$ cat src/msr_cfg.svh
`ifndef MSR_CFG_SVH
`define MSR_CFG_SVH

// ----------------------------------------------------------------------------
// Clock and timing
// ----------------------------------------------------------------------------
`define MSR_CLK_MHZ        250
`define MSR_CYC_PER_MS     (`MSR_CLK_MHZ * 1000)
`define MSR_IDLE_MS        16'd500
`define MSR_BURST_MS       16'd800
`define MSR_RESUME_MS      16'd4

// ----------------------------------------------------------------------------
// Scan geometry and recovery limits
// ----------------------------------------------------------------------------
`define MSR_SEG_BLOCKS     16'd400
`define MSR_RTL_DEFAULT    16'hFFFF
`define MSR_RTL_MIN        16'h0001
`define MSR_RTL_ZERO       16'h0000
`define MSR_RETRY_NONE     8'h00
`define MSR_MS_SAT         16'hFFFF

`endif

$ cat src/msr_pkg.sv
package msr_pkg;

  // --------------------------------------------------------------------------
  // Controller states
  // --------------------------------------------------------------------------
  typedef enum logic [9:0] {
    MSR_S_IDLE      = 10'h001,
    MSR_S_RESUME    = 10'h002,
    MSR_S_XFER_REQ  = 10'h004,
    MSR_S_XFER_WAIT = 10'h008,
    MSR_S_REC_REQ   = 10'h010,
    MSR_S_REC_WAIT  = 10'h020,
    MSR_S_REALLOC   = 10'h040,
    MSR_S_SCAN_REQ  = 10'h080,
    MSR_S_SCAN_WAIT = 10'h100,
    MSR_S_DONE      = 10'h200
  } msr_state_t;

  // Media engine operation codes
  typedef enum logic [1:0] {
    MSR_OP_READ  = 2'h0,
    MSR_OP_WRITE = 2'h1,
    MSR_OP_WRVFY = 2'h2
  } msr_op_t;

endpackage : msr_pkg

$ cat src/msr_top.sv
// Behaviour
// - Zero retry count skips error recovery
// - Command recovery time bounded by limit, ms
// - Recovery timer runs only in recovery, restarts
// - Limit zero means default FFFF
// - Limit 0001 gives the shortest budget
// - Limit FFFF leaves only per-LBA retry bound
// - Idle-time sequential background scan of whole media
// - Scan starts after 500 ms idle
// - Scan bursts end at the first block end after 800 ms
// - Scan segments of 400 blocks, then check host
// - Scan recovery finishes before host service
// - Log unrecovered sites; recovered logged or reallocated
// - First command after interrupted scan delayed 4 ms
// - Pre-scan turns unscanned writes into write-verify
// - Pre-scan starts scan immediately on idle
// - Jumpers sampled only at power-on
// - Exhausted recovery: continue if scan or read-continuous, else stop
// - Reallocation time not charged to budget
`include "msr_cfg.svh"

module msr_top
  import msr_pkg::*;
#(
  parameter int unsigned CYC_PER_MS   = `MSR_CYC_PER_MS,
  parameter int unsigned LBA_W        = 32,
  parameter logic [31:0] MEDIA_BLOCKS = 32'h0001_0000
)
(
  input  wire logic             clock,
  input  wire logic             rst,
  input  wire logic             prescan_jumper,
  input  wire logic             read_continuous_flag,
  input  wire logic             auto_read_reallocate,
  input  wire logic             auto_write_reallocate,
  input  wire logic [7:0]       read_retry_count,
  input  wire logic [7:0]       write_retry_count,
  input  wire logic [15:0]      recovery_time_limit,
  input  wire logic             host_cmd_valid,
  input  wire logic             host_cmd_write,
  input  wire logic [LBA_W-1:0] host_cmd_lba,
  input  wire logic [15:0]      host_cmd_blocks,
  output logic                  host_cmd_ack,
  output logic                  host_cmd_busy,
  output logic                  host_cmd_done,
  output logic                  host_cmd_error,
  output logic [LBA_W-1:0]      host_last_good_lba,
  output logic                  media_req,
  output logic [1:0]            media_op,
  output logic [LBA_W-1:0]      media_lba,
  output logic [7:0]            media_retry_level,
  input  wire logic             media_done,
  input  wire logic             media_err,
  output logic                  realloc_req,
  input  wire logic             realloc_done,
  output logic                  background_media_scan_active,
  output logic [LBA_W-1:0]      scan_ptr,
  output logic                  prescan_active,
  output logic                  log_valid,
  output logic [LBA_W-1:0]      log_lba,
  output logic                  log_unrecovered,
  output logic                  log_reallocated
);

  initial
  begin
    if (LBA_W < 17 || LBA_W > 32)
      $error("LBA_W must be 17..32");
    if (MEDIA_BLOCKS < 32'd2)
      $error("MEDIA_BLOCKS must be at least 2");
  end

  localparam logic [LBA_W-1:0] LAST_LBA = LBA_W'(MEDIA_BLOCKS - 32'd1);

  // --------------------------------------------------------------------------
  // State and storage
  // --------------------------------------------------------------------------
  msr_state_t       state_reg, state_next;
  logic [LBA_W-1:0] cur_lba_reg;
  logic [15:0]      remain_reg;
  logic             cmd_write_reg;
  logic             in_scan_reg;
  logic [7:0]       attempt_reg;
  logic [15:0]      seg_cnt_reg;
  logic [LBA_W-1:0] scan_ptr_reg;
  logic             covered_reg;
  logic             interrupted_reg;
  logic             prescan_strap;
  logic             strap_valid;
  logic [15:0]      rec_ms, idle_ms, burst_ms, resume_ms;

  // Power-on jumper capture
  msr_strap_latch #(.W(1)) u_strap (
    .clock       (clock),
    .rst         (rst),
    .pin         (prescan_jumper),
    .strap       (prescan_strap),
    .strap_valid (strap_valid)
  );

  // --------------------------------------------------------------------------
  // Millisecond timers
  // --------------------------------------------------------------------------
  logic in_rec, cmd_take, scan_go, in_scan_st, idle_run;

  assign in_rec     = (state_reg == MSR_S_REC_REQ) || (state_reg == MSR_S_REC_WAIT);
  assign in_scan_st = (state_reg == MSR_S_SCAN_REQ) || (state_reg == MSR_S_SCAN_WAIT)
                      || in_scan_reg;
  assign idle_run   = (state_reg == MSR_S_IDLE) && !host_cmd_valid && strap_valid;

  // Budget clock: recovery only, cleared per command
  msr_ms_timer #(.CYC_PER_MS(CYC_PER_MS)) u_rec_t (
    .clock    (clock),
    .rst      (rst),
    .clear    (cmd_take || scan_go),
    .run      (in_rec),
    .ms_count (rec_ms)
  );

  // Continuous idle time
  msr_ms_timer #(.CYC_PER_MS(CYC_PER_MS)) u_idle_t (
    .clock    (clock),
    .rst      (rst),
    .clear    (!idle_run),
    .run      (idle_run),
    .ms_count (idle_ms)
  );

  // Current scan burst length
  msr_ms_timer #(.CYC_PER_MS(CYC_PER_MS)) u_burst_t (
    .clock    (clock),
    .rst      (rst),
    .clear    (scan_go),
    .run      (in_scan_st),
    .ms_count (burst_ms)
  );

  // Resume delay after an interrupted scan
  msr_ms_timer #(.CYC_PER_MS(CYC_PER_MS)) u_resume_t (
    .clock    (clock),
    .rst      (rst),
    .clear    (state_reg != MSR_S_RESUME),
    .run      (state_reg == MSR_S_RESUME),
    .ms_count (resume_ms)
  );

  // --------------------------------------------------------------------------
  // Recovery decisions
  // --------------------------------------------------------------------------
  logic [15:0] limit_eff;
  logic [7:0]  retries;
  logic        budget_over, done_ev, first_wait, first_fail, unrec, recov;
  logic        realloc_en, realloc_go, blk_end, host_stop, prescan_on, wr_verify;

  assign limit_eff   = (recovery_time_limit == `MSR_RTL_ZERO) ? `MSR_RTL_DEFAULT
                       : recovery_time_limit;
  assign budget_over = (limit_eff != `MSR_RTL_DEFAULT) && (rec_ms >= limit_eff);
  assign retries     = (in_scan_reg || !cmd_write_reg) ? read_retry_count
                       : write_retry_count;
  assign first_wait  = (state_reg == MSR_S_XFER_WAIT) || (state_reg == MSR_S_SCAN_WAIT);
  assign done_ev     = media_done && (first_wait || state_reg == MSR_S_REC_WAIT);
  assign first_fail  = first_wait && media_done && media_err;
  assign recov       = (state_reg == MSR_S_REC_WAIT) && media_done && !media_err;
  assign unrec       = (first_fail && retries == `MSR_RETRY_NONE)
                       || ((state_reg == MSR_S_REC_REQ) && budget_over)
                       || ((state_reg == MSR_S_REC_WAIT) && media_done && media_err
                           && (attempt_reg >= retries || budget_over));
  assign realloc_en  = (in_scan_reg || !cmd_write_reg) ? auto_read_reallocate
                       : auto_write_reallocate;
  assign realloc_go  = recov && realloc_en && !read_continuous_flag && !budget_over;
  assign blk_end     = (first_wait && media_done && !media_err)
                       || (recov && !realloc_go)
                       || ((state_reg == MSR_S_REALLOC) && realloc_done)
                       || (unrec && (in_scan_reg || read_continuous_flag));
  assign host_stop   = unrec && !in_scan_reg && !read_continuous_flag;
  assign prescan_on  = strap_valid && prescan_strap && !covered_reg;
  assign wr_verify   = prescan_on && (cur_lba_reg >= scan_ptr_reg);
  assign cmd_take    = (state_reg == MSR_S_IDLE) && host_cmd_valid && strap_valid;
  assign scan_go     = (state_reg == MSR_S_IDLE) && idle_run
                       && (prescan_on || idle_ms >= `MSR_IDLE_MS);

  // --------------------------------------------------------------------------
  // Next-state logic
  // --------------------------------------------------------------------------
  logic seg_last, burst_over;

  assign seg_last   = (seg_cnt_reg == `MSR_SEG_BLOCKS - 16'd1);
  assign burst_over = (burst_ms >= `MSR_BURST_MS);

  always_comb
  begin
    state_next = state_reg;
    unique case (state_reg)
      MSR_S_IDLE:
        if (cmd_take)
          state_next = interrupted_reg ? MSR_S_RESUME : MSR_S_XFER_REQ;
        else if (scan_go)
          state_next = MSR_S_SCAN_REQ;
      MSR_S_RESUME:
        if (resume_ms >= `MSR_RESUME_MS)
          state_next = MSR_S_XFER_REQ;
      MSR_S_XFER_REQ:
        state_next = MSR_S_XFER_WAIT;
      MSR_S_SCAN_REQ:
        state_next = MSR_S_SCAN_WAIT;
      MSR_S_XFER_WAIT, MSR_S_SCAN_WAIT, MSR_S_REC_REQ, MSR_S_REC_WAIT, MSR_S_REALLOC:
        if (host_stop)
          state_next = MSR_S_DONE;
        else if (blk_end && !in_scan_reg)
          state_next = (remain_reg == 16'd1) ? MSR_S_DONE : MSR_S_XFER_REQ;
        else if (blk_end)
        begin
          // Host is checked only at segment ends; recovery is already complete
          if ((seg_last && host_cmd_valid) || burst_over)
            state_next = MSR_S_IDLE;
          else
            state_next = MSR_S_SCAN_REQ;
        end
        else if (first_fail)
          state_next = MSR_S_REC_REQ;
        else if (state_reg == MSR_S_REC_REQ)
          state_next = MSR_S_REC_WAIT;
        else if (realloc_go)
          state_next = MSR_S_REALLOC;
        else if ((state_reg == MSR_S_REC_WAIT) && done_ev)
          state_next = MSR_S_REC_REQ;
      MSR_S_DONE:
        state_next = MSR_S_IDLE;
    endcase
  end

  // State register
  always_ff @(posedge clock or posedge rst)
  begin
    if (rst)
      state_reg <= MSR_S_IDLE;
    else
      state_reg <= state_next;
  end

  // --------------------------------------------------------------------------
  // Command and retry tracking
  // --------------------------------------------------------------------------
  always_ff @(posedge clock or posedge rst)
  begin
    if (rst)
    begin
      cur_lba_reg   <= '0;
      remain_reg    <= 16'h0000;
      cmd_write_reg <= 1'b0;
      in_scan_reg   <= 1'b0;
      attempt_reg   <= 8'h00;
    end
    else
    begin
      if (cmd_take)
      begin
        cur_lba_reg   <= host_cmd_lba;
        remain_reg    <= (host_cmd_blocks == 16'h0000) ? 16'h0001 : host_cmd_blocks;
        cmd_write_reg <= host_cmd_write;
        in_scan_reg   <= 1'b0;
      end
      else if (scan_go)
      begin
        cmd_write_reg <= 1'b0;
        in_scan_reg   <= 1'b1;
      end
      else if (blk_end && !in_scan_reg)
      begin
        cur_lba_reg <= cur_lba_reg + 1'b1;
        remain_reg  <= remain_reg - 16'h0001;
      end
      if (first_fail)
        attempt_reg <= 8'h01;
      else if ((state_reg == MSR_S_REC_WAIT) && media_done && media_err)
        attempt_reg <= attempt_reg + 8'h01;
    end
  end

  // --------------------------------------------------------------------------
  // Scan progress
  // --------------------------------------------------------------------------
  always_ff @(posedge clock or posedge rst)
  begin
    if (rst)
    begin
      scan_ptr_reg    <= '0;
      covered_reg     <= 1'b0;
      seg_cnt_reg     <= 16'h0000;
      interrupted_reg <= 1'b0;
    end
    else
    begin
      if (blk_end && in_scan_reg && !host_stop)
      begin
        scan_ptr_reg <= (scan_ptr_reg == LAST_LBA) ? '0 : scan_ptr_reg + 1'b1;
        if (scan_ptr_reg == LAST_LBA)
          covered_reg <= 1'b1;
        seg_cnt_reg <= seg_last ? 16'h0000 : seg_cnt_reg + 16'h0001;
        if (seg_last && host_cmd_valid)
          interrupted_reg <= 1'b1;
      end
      else if ((state_reg == MSR_S_RESUME) && (resume_ms >= `MSR_RESUME_MS))
        interrupted_reg <= 1'b0;
    end
  end

  // --------------------------------------------------------------------------
  // Media engine requests
  // --------------------------------------------------------------------------
  logic             media_req_reg, realloc_req_reg;
  logic [1:0]       media_op_reg;
  logic [LBA_W-1:0] media_lba_reg;
  logic [7:0]       retry_lvl_reg;

  always_ff @(posedge clock or posedge rst)
  begin
    if (rst)
    begin
      media_req_reg   <= 1'b0;
      media_op_reg    <= MSR_OP_READ;
      media_lba_reg   <= '0;
      retry_lvl_reg   <= 8'h00;
      realloc_req_reg <= 1'b0;
    end
    else
    begin
      media_req_reg   <= (state_reg == MSR_S_XFER_REQ) || (state_reg == MSR_S_SCAN_REQ)
                         || ((state_reg == MSR_S_REC_REQ) && !budget_over);
      realloc_req_reg <= realloc_go;
      if (state_reg == MSR_S_XFER_REQ)
      begin
        media_op_reg  <= !cmd_write_reg ? MSR_OP_READ
                         : (wr_verify ? MSR_OP_WRVFY : MSR_OP_WRITE);
        media_lba_reg <= cur_lba_reg;
        retry_lvl_reg <= 8'h00;
      end
      else if (state_reg == MSR_S_SCAN_REQ)
      begin
        media_op_reg  <= MSR_OP_READ;
        media_lba_reg <= scan_ptr_reg;
        retry_lvl_reg <= 8'h00;
      end
      else if (state_reg == MSR_S_REC_REQ)
        retry_lvl_reg <= attempt_reg;
    end
  end

  // --------------------------------------------------------------------------
  // Host status
  // --------------------------------------------------------------------------
  logic             ack_reg, busy_reg, done_reg, error_reg, err_pend_reg;
  logic [LBA_W-1:0] last_good_reg;

  always_ff @(posedge clock or posedge rst)
  begin
    if (rst)
    begin
      ack_reg       <= 1'b0;
      busy_reg      <= 1'b0;
      done_reg      <= 1'b0;
      error_reg     <= 1'b0;
      err_pend_reg  <= 1'b0;
      last_good_reg <= '0;
    end
    else
    begin
      ack_reg  <= cmd_take;
      busy_reg <= !in_scan_reg ? (state_next != MSR_S_IDLE) && (state_next != MSR_S_SCAN_REQ)
                  : cmd_take;
      done_reg <= (state_reg == MSR_S_DONE);
      if (cmd_take)
        err_pend_reg <= 1'b0;
      else if (host_stop)
      begin
        err_pend_reg  <= 1'b1;
        last_good_reg <= cur_lba_reg - 1'b1;
      end
      error_reg <= (state_reg == MSR_S_DONE) && err_pend_reg;
    end
  end

  // --------------------------------------------------------------------------
  // Scan defect log and status
  // --------------------------------------------------------------------------
  logic             log_valid_reg, log_unrec_reg, log_realloc_reg;
  logic             scan_act_reg, prescan_reg;
  logic [LBA_W-1:0] log_lba_reg;

  always_ff @(posedge clock or posedge rst)
  begin
    if (rst)
    begin
      log_valid_reg   <= 1'b0;
      log_unrec_reg   <= 1'b0;
      log_realloc_reg <= 1'b0;
      log_lba_reg     <= '0;
      scan_act_reg    <= 1'b0;
      prescan_reg     <= 1'b0;
    end
    else
    begin
      log_valid_reg <= in_scan_reg && (unrec || recov);
      if (in_scan_reg && (unrec || recov))
      begin
        log_unrec_reg   <= unrec;
        log_realloc_reg <= realloc_go;
        log_lba_reg     <= scan_ptr_reg;
      end
      scan_act_reg <= in_scan_reg && !cmd_take && (state_next != MSR_S_IDLE);
      prescan_reg  <= prescan_on;
    end
  end

  assign host_cmd_ack                 = ack_reg;
  assign host_cmd_busy                = busy_reg;
  assign host_cmd_done                = done_reg;
  assign host_cmd_error               = error_reg;
  assign host_last_good_lba           = last_good_reg;
  assign media_req                    = media_req_reg;
  assign media_op                     = media_op_reg;
  assign media_lba                    = media_lba_reg;
  assign media_retry_level            = retry_lvl_reg;
  assign realloc_req                  = realloc_req_reg;
  assign background_media_scan_active = scan_act_reg;
  assign scan_ptr                     = scan_ptr_reg;
  assign prescan_active               = prescan_reg;
  assign log_valid                    = log_valid_reg;
  assign log_lba                      = log_lba_reg;
  assign log_unrecovered              = log_unrec_reg;
  assign log_reallocated              = log_realloc_reg;

endmodule : msr_top

$ cat src/msr_ms_timer.sv
`include "msr_cfg.svh"

module msr_ms_timer
  import msr_pkg::*;
#(
  parameter int unsigned CYC_PER_MS = `MSR_CYC_PER_MS
)
(
  input  wire logic        clock,
  input  wire logic        rst,
  input  wire logic        clear,
  input  wire logic        run,
  output logic [15:0]      ms_count
);

  localparam int unsigned PW = (CYC_PER_MS > 1) ? $clog2(CYC_PER_MS) : 1;
  localparam logic [PW-1:0] PRE_LAST = PW'(CYC_PER_MS - 1);

  initial
  begin
    if (CYC_PER_MS < 2)
      $error("CYC_PER_MS must be at least 2");
  end

  logic [PW-1:0] pre_reg;
  logic [15:0]   ms_reg;
  logic          wrap;

  assign wrap     = run && (pre_reg == PRE_LAST);
  assign ms_count = ms_reg;

  // Cycle prescaler, runs only while enabled
  always_ff @(posedge clock or posedge rst)
  begin
    if (rst)
      pre_reg <= '0;
    else if (clear || wrap)
      pre_reg <= '0;
    else if (run)
      pre_reg <= pre_reg + 1'b1;
  end

  // Saturating millisecond count
  always_ff @(posedge clock or posedge rst)
  begin
    if (rst)
      ms_reg <= 16'h0000;
    else if (clear)
      ms_reg <= 16'h0000;
    else if (wrap && ms_reg != `MSR_MS_SAT)
      ms_reg <= ms_reg + 16'h0001;
  end

endmodule : msr_ms_timer

$ cat src/msr_strap_latch.sv
`include "msr_cfg.svh"

module msr_strap_latch
  import msr_pkg::*;
#(
  parameter int unsigned W = 1
)
(
  input  wire logic         clock,
  input  wire logic         rst,
  input  wire logic [W-1:0] pin,
  output logic [W-1:0]      strap,
  output logic              strap_valid
);

  initial
  begin
    if (W < 1)
      $error("W must be at least 1");
  end

  logic [W-1:0] sync1_reg;
  logic [W-1:0] sync2_reg;
  logic [W-1:0] strap_reg;
  logic [1:0]   settle_reg;
  logic         valid_reg;

  assign strap       = strap_reg;
  assign strap_valid = valid_reg;

  // Two-stage jumper synchroniser
  always_ff @(posedge clock or posedge rst)
  begin
    if (rst)
    begin
      sync1_reg <= '0;
      sync2_reg <= '0;
    end
    else
    begin
      sync1_reg <= pin;
      sync2_reg <= sync1_reg;
    end
  end

  // Capture once after release, hold until reset
  always_ff @(posedge clock or posedge rst)
  begin
    if (rst)
    begin
      settle_reg <= 2'h0;
      strap_reg  <= '0;
      valid_reg  <= 1'b0;
    end
    else if (!valid_reg)
    begin
      settle_reg <= settle_reg + 2'h1;
      if (settle_reg == 2'h2)
      begin
        strap_reg <= sync2_reg;
        valid_reg <= 1'b1;
      end
    end
  end

endmodule : msr_strap_latch

$ cat config.mk
export PLATFORM = sky130hd
export DESIGN_NAME = msr_top
export DESIGN_NICKNAME = d
export VERILOG_FILES = /design/src/msr_pkg.sv /design/src/msr_top.sv /design/src/msr_ms_timer.sv /design/src/msr_strap_latch.sv
export VERILOG_INCLUDE_DIRS = /design/src
export SDC_FILE = /design/constraint.sdc
export NUM_CORES = 1
export LEC_CHECK = 0
export ABC_AREA = 0
export BUFFER_PORTS_ARGS = -buffer_cell sky130_fd_sc_hd__buf_2
export CORE_MARGIN = 3
export CORE_UTILIZATION = 40
export CTS_BUF_LIST = sky130_fd_sc_hd__clkbuf_4
export DETAILED_ROUTE_END_ITERATION = 16
export PLACE_DENSITY = 0.6
export SYNTH_ARGS = -nofsm -noshare
export SYNTH_HDL_FRONTEND = slang
export SYNTH_SLANG_ARGS = --single-unit
$ cat constraint.sdc
create_clock -name clock -period 32.1 [get_ports clock]
set_input_delay 0 -clock clock [delete_from_list [all_inputs] [get_ports clock]]
set_output_delay 0 -clock clock [all_outputs]
set_load 0.01 [all_outputs]
* Word level (Yosys, flattened, before mapping)
Cells that the tools add are included.
Storage, ports and cells: bits in registers 378, output and inout bits 149, word-level logic and storage cells 262
Cells by class: add/subtract/negate cells 15, order comparisons 6, equality and inequality tests 29, multiplexer cells 65, bitwise operators 2, reductions and logical operators 105
Operators by type and width (number):
- $mux 16 | 14
- $mux 32 | 6
- $mux 18 | 8
- $mux 10 | 11
- $add 16x1->16 const B | 5
- $ne 16x16->1 const B | 5
- $add 18x1->18 const B | 4
- $eq 18x18->1 const B | 4
- $add 32x1->32 const B | 2
- $pmux 10 s6 | 1
- $mux 8 | 7
- $logic_and 1x1->1 | 48
- $eq 32x16->1 const B | 1
- $ge 32x32->1 | 1
- $logic_not 16->1 | 2
- $sub 32x1->32 const B | 1
- $reduce_bool 2->1 | 13
- $logic_or 1x1->1 | 23
- $eq 16x1->1 const B | 1
- $eq 16x9->1 const B | 1
- $ge 16x10->1 const B | 1
- $ge 16x16->1 | 1
- $ge 16x3->1 const B | 1
- $ge 16x9->1 const B | 1
- other kinds (29) | 60

* Logic depth before layout (Yosys ltp)
depth after elaboration 18, mapped depth 17, depth with buffers taken out 13

* Modules after synthesis
From an unflattened synthesis, not the netlist that was laid out.
Unflattened totals: cells, all modules 2254, area total of the unflattened synthesis 20679.8 sq um
By module, submodules not included:
- msr_top | instances 1, cells an instance 1479, area an instance 13372.8 sq um
- msr_ms_timer | instances 4, cells an instance 190, area an instance 1773.0 sq um
- msr_strap_latch | instances 1, cells an instance 15, area an instance 215.2 sq um

* Worst setup path before layout
OpenSTA, ideal clock, no wires.
path type register to register, start point reg in_scan_reg, end point reg remain_reg[1], library setup time 0.064 ns, arrival time 3.789 ns, data required time 32.036 ns, slack 28.247 ns, cell stages (with the launch flop) 17, buffers on the path 4, clock period less this slack 3.853 ns, cell sequence dfrtp_1 clkbuf_1 nor2b_1 buf_1 mux2_2 ha_1 nand2b_1 a211oi_1 o311a_1 a21oi_2 a311oi_1 o21a_1 buf_2 buf_2 nor2_1 a211oi_1 a21o_1
Between the ends: cells in the longest elaborated chain, start to end 13, elaborated cells on any way between the ends 24
RTL lines:
- start, declared | RTL line msr_top.sv:82 | logic in_scan_reg;
- start signal, assigned | RTL line msr_top.sv:251 | in_scan_reg <= 1'b0;
- start signal, assigned | RTL line msr_top.sv:261 | in_scan_reg <= 1'b0;
- start signal, assigned | RTL line msr_top.sv:266 | in_scan_reg <= 1'b1;
- branches (longest 10 deep; another with $ge 8x8->1)
- $logic_and 1x1->1 (*) | RTL line msr_top.sv:268 | else if (blk_end && !in_scan_reg)
- $reduce_bool 2->1 (no line) (*)
- $reduce_and 2->1 (no line) (*)
- end signal, assigned | RTL line msr_top.sv:259 | remain_reg <= (host_cmd_blocks == 16'h0000) ? 16'h0001 : host_cmd_blocks;
- end signal, assigned | RTL line msr_top.sv:271 | remain_reg <= remain_reg - 16'h0001;
- end, declared | RTL line msr_top.sv:80 | logic [15:0] remain_reg;
Every way passes the cells marked *. A chain may end at the register's enable or synchronous reset.

* Final worst setup path
start point reg in_scan_reg, end point reg busy_reg, in the netlist host_cmd_busy
Between the ends: cells in the longest elaborated chain, start to end 17, elaborated cells on any way between the ends 35
RTL lines:
- branches (longest 12 deep; another with $ge 8x8->1)
- $mux 10 (*) | RTL line msr_top.sv:207 | if (host_stop)
- $pmux 10 s6 (*) | RTL line msr_top.sv:193 | unique case (state_reg)
- via state_next[2] | RTL line msr_top.sv:78 | msr_state_t state_reg, state_next;
- $ne 10x1->1 / $ne 10x8->1 (equally long branches) | RTL line msr_top.sv:369 | busy_reg <= !in_scan_reg ? (state_next != MSR_S_IDLE) && (state_next != MSR_S_SCAN_REQ)
- $logic_and 1x1->1 (*) | RTL line msr_top.sv:369
- $mux 1 (*) | RTL line msr_top.sv:369
- end signal, assigned | RTL line msr_top.sv:369
- end, declared | RTL line msr_top.sv:352 | logic ack_reg, busy_reg, done_reg, error_reg, err_pend_reg;
Mark *: on every way through the listed nets, which the timed path passes.

==> impl_metrics.json <==
{
  "first_pass_iters": 5,
  "finalHoldViolations": 0,
  "synth-edff-count": 0,
  "syn_inst": 2230,
  "min_to": "realloc_req",
  "grt_pass1_wl_um": 94880,
  "grt_max_degree": 104,
  "end_kind": "flip-flop",
  "ioPinCount": 240,
  "worstHoldStart": "recovery_time_limit[3]",
  "p_leak_nw": 11.65,
  "cts_buffers": 106,
  "cp-start-kind": "flip-flop",
  "max_stage_delay_ps": 780,
  "yosysSeqAreaShare_pct": 46.61,
  "r2r_setup_slack_ps": 27620,
  "cts_max_level": 3,
  "gp_congestion": 0.8751,
  "cts_hold_buf": 122,
  "netlist_area_mm2": 0.02030,
  "wl_per_cell_um": 17.46,
  "slew-limit-headroom_pct": 16.92,
  "ys.warnings.count": 0,
  "tightest_slew_ps": 1237,
  "vias": 17940,
  "critPathKind": "flip-flop to flip-flop",
  "power.density_mw_per_mm2": 39.11,
  "die_h_um": 231.3,
  "die_area_mm2": 0.05348,
  "worstSkewPairLatency_ps": 830,
  "rsz0062_at_grt": "no",
  "cp_max_fo": 18,
  "dp_hpwl_um": 41400,
  "r2r_start": "in_scan_reg",
  "cts_sinks": 378,
  "timing.rr.end": "host_cmd_busy",
  "hold_path.class": "input pin to flip-flop",
  "initial_core_util_pct": 40.96,
  "fmax_mhz": 223.4,
  "clockBufferDepth": 3,
  "dp_cells": 3048,
  "fillerInstances": 4636,
  "final.setup_skew_ps": 63.93,
  "syn-num-nets": 2396,
  "final_nets": 2780,
  "drt_wl_total_um": 58740,
  "final_common_cell": "dfrtp_1",
  "period_share_pct": 13.95,
  "cts_tree": "built",
  "r2r_cells": 14,
  "status": "completed",
  "syn_avg_cell_area_um2": 9.102,
  "maxSlewViolCount": 0,
  "hold_ws_ps": 165.5,
  "setup_viol": 0,
  "via_per_inst": 5.332,
  "grt_overflow": 0,
  "chipWidth_um": 231.3,
  "crit_chain": "buf_4 > nor2b_1 > buf_4 > mux2_2 > ha_1 > nand2b_1 > a211oi_1 > o311a_1 > a21oi_2 > a311oi_1 > o21a_1 > o31ai_2 > and4b_1 > a31oi_1",
  "final_cell_mix": "dfrtp_1, nand2_1, buf_2",
  "ys_types": 72,
  "grt_pass1_vias": 17800,
  "drive_gt1_share_pct": 17.33,
  "grt_use_total_pct": 21.85,
  "drt.antenna.violating_nets": 0,
  "drt-initial-drc-count": 1431,
  "postCtsSetupBuffers": 0,
  "core_mm2": 0.04956,
  "synth-async-reset-ratio_pct": 100.0,
  "synth-seq-cells": 378,
  "maxCapViolCount": 0,
  "portBuffers": 239,
  "final_cells": 3365,
  "cts_resized": 0,
  "critPathMostFrequentCell": "buf_4",
  "ir_worst_vdd_uv": 23.23,
  "syn2layout_area_growth_pct": 21.61,
  "cts.root.buffer_cell": "clkbuf_4",
  "hold_path_depth": 6,
  "synth_flop_cell": "dfrtp_1",
  "arrival_ps": 5140,
  "crit_slowest_cell": "o21a_1",
  "rows": 81,
  "post-route-min-period_ps": 4477,
  "clk_pin_slew_ps": 70,
  "finalSetupTns_ps": 0,
  "required_ps": 32760,
  "antenna_found_initial": 1,
  "drc": 0
}
[power breakdown]
part / internal [mW] / total (mW) / switching (mW)
Clock: 0.243 / 0.453 / 0.210
Sequential: 0.477 / 0.478 / 0.000620
Combinational: 0.0155 / 0.0350 / 0.0195
[metrics by stage]
step	worst slack, ps	util (%)	power, mW	cell area, um^2
after floorplan	21600	-	0.4980	20300
after global placement	27700	44.53	0.5111	22070
after detailed placement	27650	44.53	0.5114	22070
after CTS	27620	49.80	0.9804	24680
after global routing	27400	49.81	1.012	24680
final	27620	49.81	0.9654	24680
[cell type report]
type / instances / area [um^2] / share of cell area, %
tap: 664 / 830.8 / 3.366
multi-input combinational: 1676 / 10160 / 41.15
clock buffer: 160 / 1201 / 4.866
clock inverter: 34 / 192.7 / 0.7806
sequential: 378 / 9460 / 38.33
inverter: 72 / 277.8 / 1.125
antenna: 1 / 2.502 / 0.01014
timing repair buffer: 380 / 2560 / 10.37
[worst max-delay path by stage]
| stage | startpoint | to | depth (start not counted) |
|---|---|---|---|
| after global placement | in_scan_reg | host_cmd_busy | 14 |
| after global routing | in_scan_reg | host_cmd_busy | 14 |
| final | in_scan_reg | host_cmd_busy | 14 |
| after CTS | in_scan_reg | host_cmd_busy | 14 |
| after floorplan | rst | attempt_reg[0] | 1 |
| after detailed placement | in_scan_reg | host_cmd_busy | 14 |
[worst max-delay path, delay by kind of cell (launching register included)]
kind	cells	cell delay (ps)
muxes	1	360
DFF	1	360
buffers and inverters	2	430
and+or+nand+nor	3	580
AOI/OAI and AO/OA	7	2320
adders and majority gates	1	260
[synth_stat cells (all sizes together), types with 3 or more instances]
| master | instances | area share, % |
|---|---|---|
| nand4 | 64 | 2.0 |
| xor2 | 106 | 4.6 |
| or2 | 8 | 0.25 |
| and3 | 35 | 1.1 |
| or4b | 5 | 0.25 |
| dfrtp | 377 | 46 |
| o22ai | 8 | 0.28 |
| and2 | 12 | 0.37 |
| nand2b | 17 | 0.52 |
| ha | 75 | 4.6 |
| or4 | 14 | 0.55 |
| nor4 | 52 | 1.7 |
| a211oi | 4 | 0.15 |
| mux2 | 6 | 0.33 |
| nor3 | 61 | 1.6 |
| clkbuf | 91 | 1.7 |
| xnor2 | 112 | 4.8 |
| nor3b | 6 | 0.22 |
| nor2 | 235 | 4.3 |
| a21oi | 82 | 2.0 |
| a41oi | 4 | 0.17 |
| a31oi | 12 | 0.37 |
| buf | 13 | 0.39 |
| or3 | 27 | 0.83 |
| inv | 72 | 1.3 |
| nand3 | 93 | 2.3 |
| a21o | 22 | 0.81 |
| nor4b | 16 | 0.75 |
| nand2 | 292 | 5.4 |
| nand3b | 6 | 0.22 |
| o21ai | 195 | 4.8 |
| nor2b | 14 | 0.43 |
| and4 | 10 | 0.43 |
| o31ai | 14 | 0.54 |
| or3b | 3 | 0.13 |
| mux2i | 39 | 1.9 |
[routing by layer]
| layer | vias up | GRT usage (%) | part of all wire (%) |
|---|---|---|---|
| li1 | 8606 | - | - |
| met1 | 8598 | 30.66 | 46 |
| met2 | 621 | 33.44 | 44 |
| met3 | 117 | 3.700 | 6.1 |
| met4 | 0 | 9.336 | 3.2 |
| met5 | - | 0 | 0 |
[kinds of logic after synthesis]
logic type               Yosys count  synth area share (%)
AO/OA/AOI/OAI                    364                 10.16
XOR/XNOR                         218                 9.406
adder cells (fa/ha/maj)           75                 4.623
buffers and inverters            176                 3.415
flip-flops                       378                 46.61
multiplexers                      45                 2.256
AND/OR/NAND/NOR                  974                 23.53
No activity file was read; power rests on OpenSTA's default activity.
